### config.mk
export PLATFORM = sky130hd
export DESIGN_NAME = cmp_top
export DESIGN_NICKNAME = d
export VERILOG_FILES = /design/src/cmp_pkg.sv /design/src/cmp_sync.sv /design/src/cmp_event.sv /design/src/cmp_top.sv
export VERILOG_INCLUDE_DIRS = /design/src
export SDC_FILE = /design/constraint.sdc
export NUM_CORES = 1
export LEC_CHECK = 0
export ABC_CLOCK_PERIOD_IN_PS = 3500
export BUFFER_PORTS_ARGS = -buffer_cell sky130_fd_sc_hd__buf_2
export CAP_MARGIN = 0
export CORE_UTILIZATION = 45
export DETAILED_ROUTE_END_ITERATION = 8
export MAX_ROUTING_LAYER = met4
export PLACE_DENSITY = 0.72
export RECOVER_POWER = 100
export SYNTH_ARGS = -nofsm -noshare
export SYNTH_HDL_FRONTEND = slang
export SYNTH_SLANG_ARGS = --single-unit
### constraint.sdc
create_clock -name clk -period 3.5 [get_ports clk]
set_input_delay 0.35 -clock clk [delete_from_list [all_inputs] [get_ports clk]]
set_output_delay 0.35 -clock clk [all_outputs]
set_load 0.02 [all_outputs]
### src/cmp_defines.svh
// offsets, field positions and reset values of the comparator block
`ifndef CMP_DEFINES_SVH
`define CMP_DEFINES_SVH

`define CMP_NUM             3
`define CMP_ADR_W           8

`define CMP_CTRL0_OFS       8'h00
`define CMP_CTRL1_OFS       8'h04
`define CMP_CTRL2_OFS       8'h08
`define CMP_STATUS_OFS      8'h0C
`define CMP_IRQ_STAT_OFS    8'h10
`define CMP_IRQ_MASK_OFS    8'h14

`define CMP_CTRL_ON_BIT     15
`define CMP_CTRL_PIN_BIT    14
`define CMP_CTRL_INV_BIT    13
`define CMP_CTRL_FLAG_BIT   9
`define CMP_CTRL_RES_BIT    8
`define CMP_CTRL_EDGE_HI    7
`define CMP_CTRL_EDGE_LO    6
`define CMP_CTRL_REF_BIT    4
`define CMP_CTRL_CH_HI      1
`define CMP_CTRL_CH_LO      0

`define CMP_STAT_RES_LO     8
`define CMP_STAT_FLAG_LO    0

`define CMP_EDGE_OFF        2'h0
`define CMP_EDGE_RISE       2'h1
`define CMP_EDGE_FALL       2'h2
`define CMP_EDGE_ANY        2'h3

`define CMP_CTRL_RESET      16'h0000
`define CMP_DATA_ZERO       32'h0000_0000

`endif

### src/cmp_pkg.sv
// types shared by the comparator block
package cmp_pkg;

   typedef enum logic {
      BUS_IDLE,
      BUS_ACK
   } bus_state_t;

   typedef struct packed {
      logic       on;
      logic       pin_out;
      logic       invert;
      logic       flag;
      logic [1:0] edge_sel;
      logic       ref_sel;
      logic [1:0] chan;
   } ctrl_t;

   typedef struct packed {
      logic       on;
      logic       ref_sel;
      logic [1:0] chan;
   } ana_ctrl_t;

   typedef struct packed {
      logic        cyc;
      logic        stb;
      logic        we;
      logic [7:0]  adr;
      logic [3:0]  sel;
      logic [31:0] dat;
   } wb_req_t;

   typedef struct packed {
      logic        ack;
      logic [31:0] dat;
   } wb_rsp_t;

   typedef struct packed {
      bus_state_t      bus_st;
      wb_rsp_t         rsp;
      ctrl_t     [2:0] ctrl;
      logic      [2:0] prev;
      logic      [2:0] irq_stat;
      logic      [2:0] irq_mask;
      logic            irq;
      ana_ctrl_t [2:0] ana;
      logic      [2:0] pin_oe;
   } main_state_t;

endpackage

### src/cmp_sync.sv
// two-flop synchroniser for the raw comparator results
`timescale 1ns/1ps
module cmp_sync #(
   parameter int WIDTH = 3
) (
   input  wire logic             clk,
   input  wire logic             rst,
   input  wire logic [WIDTH-1:0] async_in,
   output logic      [WIDTH-1:0] sync_out
);
   typedef struct packed {
      logic [WIDTH-1:0] s1;
      logic [WIDTH-1:0] s2;
   } sync_state_t;

   sync_state_t st_q;
   sync_state_t st_d;

   always_comb begin
      st_d    = st_q;
      st_d.s1 = async_in;
      st_d.s2 = st_q.s1;
   end

   always_ff @(posedge clk) begin
      if (rst) begin
         st_q <= '0;
      end else begin
         st_q <= st_d;
      end
   end

   assign sync_out = st_q.s2;
endmodule

### src/cmp_event.sv
// edge decode for one comparator event
`timescale 1ns/1ps
`include "cmp_defines.svh"
module cmp_event (
   input  wire logic       on,
   input  wire logic       flag,
   input  wire logic [1:0] edge_sel,
   input  wire logic       prev,
   input  wire logic       cur,
   output logic            hit
);
   logic edge_seen;

   always_comb begin
      case (edge_sel)
         `CMP_EDGE_FALL: edge_seen = prev & ~cur;
         `CMP_EDGE_RISE: edge_seen = ~prev & cur;
         `CMP_EDGE_ANY:  edge_seen = prev ^ cur;
         default:        edge_seen = 1'b0;
      endcase
      hit = on & ~flag & edge_seen;
   end
endmodule

### src/cmp_top.sv
// control, event and register logic of three comparators
`timescale 1ns/1ps
`include "cmp_defines.svh"
module cmp_top (
   input  wire logic                     clk,
   input  wire logic                     rst,
   input  wire cmp_pkg::wb_req_t         wb_req,
   output cmp_pkg::wb_rsp_t              wb_rsp,
   input  wire logic               [2:0] cmp_raw,
   output cmp_pkg::ana_ctrl_t      [2:0] ana_ctrl,
   output logic                    [2:0] result_pin_oe,
   output logic                          irq
);
   cmp_pkg::main_state_t st_q;
   cmp_pkg::main_state_t st_d;

   logic [2:0] raw_sync;
   logic [2:0] cur_res;
   logic [2:0] hit;

   // pack one control word for reading
   function automatic logic [15:0] ctrl_pack(input cmp_pkg::ctrl_t c,
                                             input logic res);
      logic [15:0] w;
      w = `CMP_CTRL_RESET;
      w[`CMP_CTRL_ON_BIT]                   = c.on;
      w[`CMP_CTRL_PIN_BIT]                  = c.pin_out;
      w[`CMP_CTRL_INV_BIT]                  = c.invert;
      w[`CMP_CTRL_FLAG_BIT]                 = c.flag;
      w[`CMP_CTRL_RES_BIT]                  = res;
      w[`CMP_CTRL_EDGE_HI:`CMP_CTRL_EDGE_LO] = c.edge_sel;
      w[`CMP_CTRL_REF_BIT]                  = c.ref_sel;
      w[`CMP_CTRL_CH_HI:`CMP_CTRL_CH_LO]     = c.chan;
      return w;
   endfunction

   // merge a write into a control word by byte lane
   function automatic cmp_pkg::ctrl_t ctrl_write(input cmp_pkg::ctrl_t c,
                                                 input logic [15:0] w,
                                                 input logic [1:0] sel);
      cmp_pkg::ctrl_t n;
      n = c;
      if (sel[1]) begin
         n.on      = w[`CMP_CTRL_ON_BIT];
         n.pin_out = w[`CMP_CTRL_PIN_BIT];
         n.invert  = w[`CMP_CTRL_INV_BIT];
         n.flag    = w[`CMP_CTRL_FLAG_BIT];
      end
      if (sel[0]) begin
         n.edge_sel = w[`CMP_CTRL_EDGE_HI:`CMP_CTRL_EDGE_LO];
         n.ref_sel  = w[`CMP_CTRL_REF_BIT];
         n.chan     = w[`CMP_CTRL_CH_HI:`CMP_CTRL_CH_LO];
      end
      return n;
   endfunction

   // word index of a control register, or 3 if none
   function automatic logic [1:0] ctrl_index(input logic [7:0] adr);
      case (adr)
         `CMP_CTRL0_OFS: ctrl_index = 2'h0;
         `CMP_CTRL1_OFS: ctrl_index = 2'h1;
         `CMP_CTRL2_OFS: ctrl_index = 2'h2;
         default:        ctrl_index = 2'h3;
      endcase
   endfunction

   cmp_sync #(
      .WIDTH    (3)
   ) u_sync (
      .clk      (clk),
      .rst      (rst),
      .async_in (cmp_raw),
      .sync_out (raw_sync)
   );

   // polarity applied after synchronising
   always_comb begin
      for (int i = 0; i < 3; i++) begin
         cur_res[i] = st_q.ctrl[i].on &
                      (raw_sync[i] ^ st_q.ctrl[i].invert);
      end
   end

   for (genvar g = 0; g < 3; g++) begin : g_evt
      cmp_event u_evt (
         .on       (st_q.ctrl[g].on),
         .flag     (st_q.ctrl[g].flag),
         .edge_sel (st_q.ctrl[g].edge_sel),
         .prev     (st_q.prev[g]),
         .cur      (cur_res[g]),
         .hit      (hit[g])
      );
   end

   logic        req;
   logic        wr;
   logic [1:0]  idx;
   logic [31:0] rdat;
   logic [2:0]  w1c;

   always_comb begin
      req  = wb_req.cyc & wb_req.stb;
      idx  = ctrl_index(wb_req.adr);
      rdat = `CMP_DATA_ZERO;
      case (wb_req.adr)
         `CMP_CTRL0_OFS, `CMP_CTRL1_OFS, `CMP_CTRL2_OFS: begin
            rdat[15:0] = ctrl_pack(st_q.ctrl[idx], cur_res[idx]);
         end
         `CMP_STATUS_OFS: begin
            rdat[`CMP_STAT_RES_LO +: 3] = cur_res;
            for (int i = 0; i < 3; i++) begin
               rdat[`CMP_STAT_FLAG_LO + i] = st_q.ctrl[i].flag;
            end
         end
         `CMP_IRQ_STAT_OFS: rdat[2:0] = st_q.irq_stat;
         `CMP_IRQ_MASK_OFS: rdat[2:0] = st_q.irq_mask;
         default:           rdat = `CMP_DATA_ZERO;
      endcase
   end

   always_comb begin
      st_d = st_q;
      wr   = 1'b0;
      w1c  = 3'h0;
      st_d.prev = cur_res;
      case (st_q.bus_st)
         cmp_pkg::BUS_IDLE: begin
            st_d.rsp.ack = 1'b0;
            if (req) begin
               st_d.rsp.ack = 1'b1;
               st_d.rsp.dat = rdat;
               st_d.bus_st  = cmp_pkg::BUS_ACK;
            end
         end
         cmp_pkg::BUS_ACK: begin
            wr           = req & wb_req.we;
            st_d.rsp.ack = 1'b0;
            st_d.bus_st  = cmp_pkg::BUS_IDLE;
         end
         default: begin
            st_d.rsp.ack = 1'b0;
            st_d.bus_st  = cmp_pkg::BUS_IDLE;
         end
      endcase

      if (wr && idx != 2'h3) begin
         st_d.ctrl[idx] = ctrl_write(st_q.ctrl[idx], wb_req.dat[15:0],
                                     wb_req.sel[1:0]);
      end
      if (wr && wb_req.adr == `CMP_IRQ_STAT_OFS && wb_req.sel[0]) begin
         w1c = wb_req.dat[2:0];
      end
      if (wr && wb_req.adr == `CMP_IRQ_MASK_OFS && wb_req.sel[0]) begin
         st_d.irq_mask = wb_req.dat[2:0];
      end

      for (int i = 0; i < 3; i++) begin
         if (hit[i]) begin
            st_d.ctrl[i].flag = 1'b1;
         end
         st_d.ana[i].on      = st_d.ctrl[i].on;
         st_d.ana[i].ref_sel = st_d.ctrl[i].ref_sel;
         st_d.ana[i].chan    = st_d.ctrl[i].chan;
         st_d.pin_oe[i]      = st_d.ctrl[i].pin_out;
      end
      st_d.irq_stat = (st_q.irq_stat & ~w1c) | hit;
      st_d.irq      = |(st_d.irq_stat & st_d.irq_mask);
   end

   always_ff @(posedge clk) begin
      if (rst) begin
         st_q <= '0;
      end else begin
         st_q <= st_d;
      end
   end

   assign wb_rsp        = st_q.rsp;
   assign ana_ctrl      = st_q.ana;
   assign result_pin_oe = st_q.pin_oe;
   assign irq           = st_q.irq;
endmodule

### Word level (Yosys, flattened, before mapping)

Index checks and enable logic that the tools add are counted.

| word-level totals | value |
|---|---|
| register bits | 64 |
| latch bits | 0 |
| RAM bits | 0 |
| ROM bits | 0 |
| input bits | 52 |
| output and inout bits | 49 |
| memories | 0 |

| cells by class | value |
|---|---|
| $add $sub $neg | 0 |
| multiply operators | 0 |
| divide/modulo/power cells | 0 |
| order comparisons | 2 |
| equality and inequality tests | 15 |
| shift operators | 0 |
| multiplexer cells | 28 |
| bitwise operators | 37 |
| reductions and logical operators | 13 |

Operators by type and width:

| kind | count |
|---|---|
| 34-bit two-way mux | 1 |
| 27-bit bitwise mux | 1 |
| 27-bit two-way mux | 1 |
| 5-bit two-way mux | 4 |
| 9-bit binary-select mux with 2-bit select | 1 |
| 9-bit demux with 2-bit select | 1 |
| 9-bit two-way mux | 2 |
| 1-bit AND | 17 |
| 8-bit by 4-bit equality test with 1-bit output, second input constant | 2 |
| 8-bit by 5-bit equality test with 1-bit output, second input constant | 2 |
| 2-bit equality test, second input constant | 6 |
| 3-bit one-hot mux with 4 select lines | 1 |
| 1-bit inverter | 10 |
| 1-bit one-hot mux with 3 select lines | 3 |
| 8-bit by 3-bit equality test with 1-bit output, second input constant | 1 |
| 8-bit zero test | 1 |
| 4-bit two-way mux | 2 |
| 3-bit AND | 2 |
| 2-bit by 1-bit equality test with 1-bit output, second input constant | 3 |
| 1-bit logical AND | 6 |
| 3-bit two-way mux | 2 |
| 2-bit one-hot mux with 3 select lines | 1 |
| 3-bit one-hot mux with 2 select lines | 1 |
| 2-bit nonzero test | 3 |
| 11 further kinds | 21 |

### Longest topological paths before layout

| depth | value |
|---|---|
| depth after elaboration | 11 |
| depth in mapped cells | 8 |
| depth with buffers taken out | 8 |

### Modules after synthesis

Synthesis repeated with hierarchy kept, for this count alone.

| unflattened totals | value |
|---|---|
| cell total of the unflattened synthesis | 356 |
| area total of the unflattened synthesis | 3078.0 um^2 |

Modules (own cells, without submodules):

| module | times used | cells each | area an instance (um^2) | sequential area each (um^2) |
|---|---|---|---|---|
| cmp_top | 1 | 317 | 2725.1 | 1001.0 |
| cmp_event | 3 | 9 | 65.1 | 0.0 |
| cmp_sync | 1 | 12 | 157.7 | 120.1 |

### Worst setup path after synthesis

No wires, ideal clock.

| timing path | value |
|---|---|
| path type | input to register |
| start | input wb_req[41] (netlist bit) |
| end | register st_q, in the netlist ana_ctrl[8] |
| setup time | 0.079 ns |
| data arrival time | 1.647 ns |
| setup slack | 1.773 ns |
| cell stages on the path | 7 |
| buffers on the path | 2 |
| cell sequence | or4_4 nor2_2 and3_1 buf_4 buf_6 nor2_2 a211oi_2 |

| on the way | value |
|---|---|
| longest elaborated chain between the ends | 8 |

RTL lines:

| item | line | text |
|---|---|---|
| from (decl) | cmp_top.sv:7 | `input wire cmp_pkg::wb_req_t wb_req,` |
| 8-bit by 4-bit equality test with 1-bit output, or another cell as far along | cmp_top.sv:59 | `case (adr)` |
| 2-bit one-hot mux with 3 select lines (*) | cmp_top.sv:59 |  |
| 2-bit by 3-bit less-than comparator with 1-bit output (implied by the code), or another cell as far along | cmp_top.sv:147 | `st_d.ctrl[idx] = ctrl_write(st_q.ctrl[idx], wb_req.dat[15:0],` |
| 1-bit logical AND (implied by the code) / 9-bit two-way mux (equally long branches) | cmp_top.sv:147 |  |
| 9-bit two-way mux (implied by the code) / 5-bit two-way mux (equally long branches) | cmp_top.sv:147, cmp_top.sv:49 |  |
| 9-bit demux with 2-bit select / 5-bit two-way mux (equally long branches) | cmp_top.sv:147, cmp_top.sv:146 |  |
| 27-bit bitwise mux | cmp_top.sv:147 |  |
| 27-bit two-way mux | cmp_top.sv:146 | `if (wr && idx != 2'h3) begin` |
| to (signal assigned) | cmp_top.sv:174 | `st_q <= st_d;` |
| to (decl) | cmp_top.sv:14 | `cmp_pkg::main_state_t st_q;` |

Mark *: on every way between the ends. The rest lies on a longest branch, timed or not. The select of a mux whose other input is x is not followed.
A chain may end at the register's enable or synchronous reset.

### Worst setup path in the final report

| timing path | value |
|---|---|
| start | input rst |
| end | register st_q, in the netlist irq |

RTL lines:

| item | line | text |
|---|---|---|
| from (decl) | cmp_top.sv:6 | `input wire logic rst,` |

No word-level cell between the ends.

==> results.tsv <==
metric	value	unit
outcome	finished with violations	
failing checks	design-rule violations, max-capacitance violations, max-slew violations	
num ports	101	
syn avg cell area	8.674	sq um
setup_tns	0	ns
GRT overflow	0	
Pleak	1.121	nW
clk sink count	56	
Clk pwr share	31.8	%
Internal	0.8038	mW
Cells after Synth	355	
ant diodes	0	
CP Cell Sequence	clkbuf_1 -> a31oi_1	
total track usage	20.05	%
pwr/cell area	347.9	nW/um^2
core area	6495	sq um
TritonCTS Buffers	5	
clk_lat worst skew	0.31	ns
Startpoint Class	input port	
ys async rst share	0	%
Die H	84.72	um
die area	7177	sq um
initial antenna violation count	0	
Slew Viols, Final	57	
Crit path arrival time	2.21	ns
Cell variety after synth	51	
Initial Util	47.41	%
Synth warnings	0	
kind of cell adding the most delay to the critical path	buffers and inverters	
Vias	2469	
Sw Ratio	25.98	%
drt first-iter violations	200	
vias in the first global route	2232	
PostCTS Resize Cnt	0	
first-pass GRT wire length	11.12	mm
CTS Hold Buffers Added	0	
Mapped Area	3079	sq um
setup violators final	0	
max incr delay on CP	1.72	ns
multi-input logic area	1546	sq um
Setup Buffers After CTS	0	
WL/cell	15.21	um
IO buf count	56	
endpoint type of the worst setup path	register	
layout cells sized above 1	14.02	%
Main synth FF type	dfxtp_1	
Period minus WS final	2.143	ns
CTS tree	done	
Bufs and invs on worst path	1	
Rel. slew slack	-65.53	%
area delta synth->final	1.381	%
largest net degree at the start of global routing	57	
RSZ-0062 raised after global routing	no	
CP max FO	56	
Worst-path clk slew	0.09	ns
Hold WC Path Type	in2reg	
Seq/Total Area, Yosys	36.41	%
Fin. Hold Viols	0	
Die Wd	84.72	um
Detail Placement HPWL	4.965	mm
ANT nets after route	0	
commonest non-fill, non-tap cell in the layout	dfxtp_1	
clock tree buffer depth	2	
Sequential Area	1121	sq um
Sequential Power Share	59.1	%
maximum VDD drop	0.1854	mV
FMAX	0.4666	GHz
max_cap viols	1	
Final Wtd Congestion	0.9213	
Final Cycle Share	61.23	%
worst hold slack	0.2480	ns
row cnt	29	
part of the power in combinational logic	9.1	%
clock skew	0.008710	ns
Seq cells post-synth	56	
WL final	6.812	mm
critical path type	in2reg	
vias per inst	5.511	
most frequent cells in the layout	dfxtp_1 (56), nor2_1 (53), clkbuf_1 (30)	
Residual DRC	4	
nets	427	
WP data required	3.57	ns
fin util	48.06	%
slowest CP cell	clkbuf_1	
CTS root buf	clkbuf_8	
H-tree levels	2	
Post-synth EDFFs	0	
Psw	0.2821	mW
Fill cells	637	
TritonRoute pass-1 iters	9	
worst-margin pin slew	2.483	ns
flip-flops by register name, indices dropped and copies added (netlist names):
signal / count
ana_ctrl: 12
irq: 1
result_pin_oe: 2
st_q: 23
u_sync.st_d: 3
u_sync.sync_out: 3
wb_rsp: 12
final cells by class:
| class | count | share of cell area, % |
|---|---|---|
| clock buffers | 5 | 2.204 |
| repair buffers | 58 | 8.257 |
| well taps | 77 | 3.086 |
| multi-input cells | 245 | 49.54 |
| flip-flops and latches | 56 | 35.91 |
| clock inverters | 2 | 0.4008 |
| inverters | 5 | 0.6012 |
metrics by stage:
| step | cell area, sq um | cells | total power [mW] | setup slack (ns) |
|---|---|---|---|---|
| 2_1_floorplan | 3151 | 374 | 0.7409 | 1.773 |
| 3_3_place_gp | 3083 | 441 | 0.7542 | 1.217 |
| 3_5_place_dp | 3083 | 441 | 0.7548 | 1.206 |
| 4_1_cts | 3164 | 448 | 1.093 | 1.445 |
| 5_1_grt | 3122 | 448 | 1.121 | 1.124 |
| 6_report | 3122 | 448 | 1.086 | 1.357 |
cell usage after synthesis, types with 4 or more instances:
cell / number / area, sq um
dfxtp_1: 56 / 1121
nor2_1: 53 / 198.9
buf_4: 49 / 367.9
a211oi_1: 23 / 172.7
nand2_1: 17 / 63.81
nor2b_1: 16 / 100.1
a21oi_1: 12 / 60.06
clkbuf_1: 10 / 37.54
o21ai_0: 10 / 50.05
a22oi_1: 9 / 67.56
mux2i_1: 9 / 90.09
a2bb2oi_1: 7 / 61.31
a32oi_1: 6 / 52.55
mux2_2: 6 / 67.56
nand3_1: 6 / 30.03
inv_1: 5 / 18.77
buf_2: 4 / 20.02
ha_1: 4 / 50.05
final timing paths:
path / startpoint / slack, ns / to / cells past startpoint
max reg2reg: st_q[40] / 1.45 / irq / 8
min reg2reg: u_sync.st_d[2] / 0.45 / u_sync.sync_out[2] / 1
min: cmp_raw[2] / 0.25 / u_sync.st_d[2] / 2
max: rst / 1.36 / irq / 2
logic make-up after synthesis:
| logic type | Yosys count | synth area share [%] |
|---|---|---|
| AOI/OAI and AO/OA | 83 | 19.46 |
| xor gates and xnor gates | 3 | 0.8535 |
| buffers and inverters | 73 | 15.52 |
| adders and majority gates | 4 | 1.625 |
| and+or+nand+nor | 120 | 20.89 |
| other | 1 | 0.1218 |
| DFF | 56 | 36.41 |
| muxes | 15 | 5.120 |
power groups by stage:
stage	logic, mW	clock network [mW]	registers [mW]
after global placement	0.0977	0	0.656
after global routing	0.107	0.372	0.642
after floorplan	0.0848	0	0.656
after detailed placement	0.0983	0	0.656
after CTS	0.0984	0.353	0.642
final	0.0992	0.345	0.642
routing by layer:
layer	GRT usage (%)	up-vias	wire length [um]
met2	32.15	83	3297
met5	-	-	0
li1	-	1222	-
met4	5.701	0	121
met1	26.26	1154	3055
met3	3.048	10	337
No activity file was read; power rests on OpenSTA's default activity.
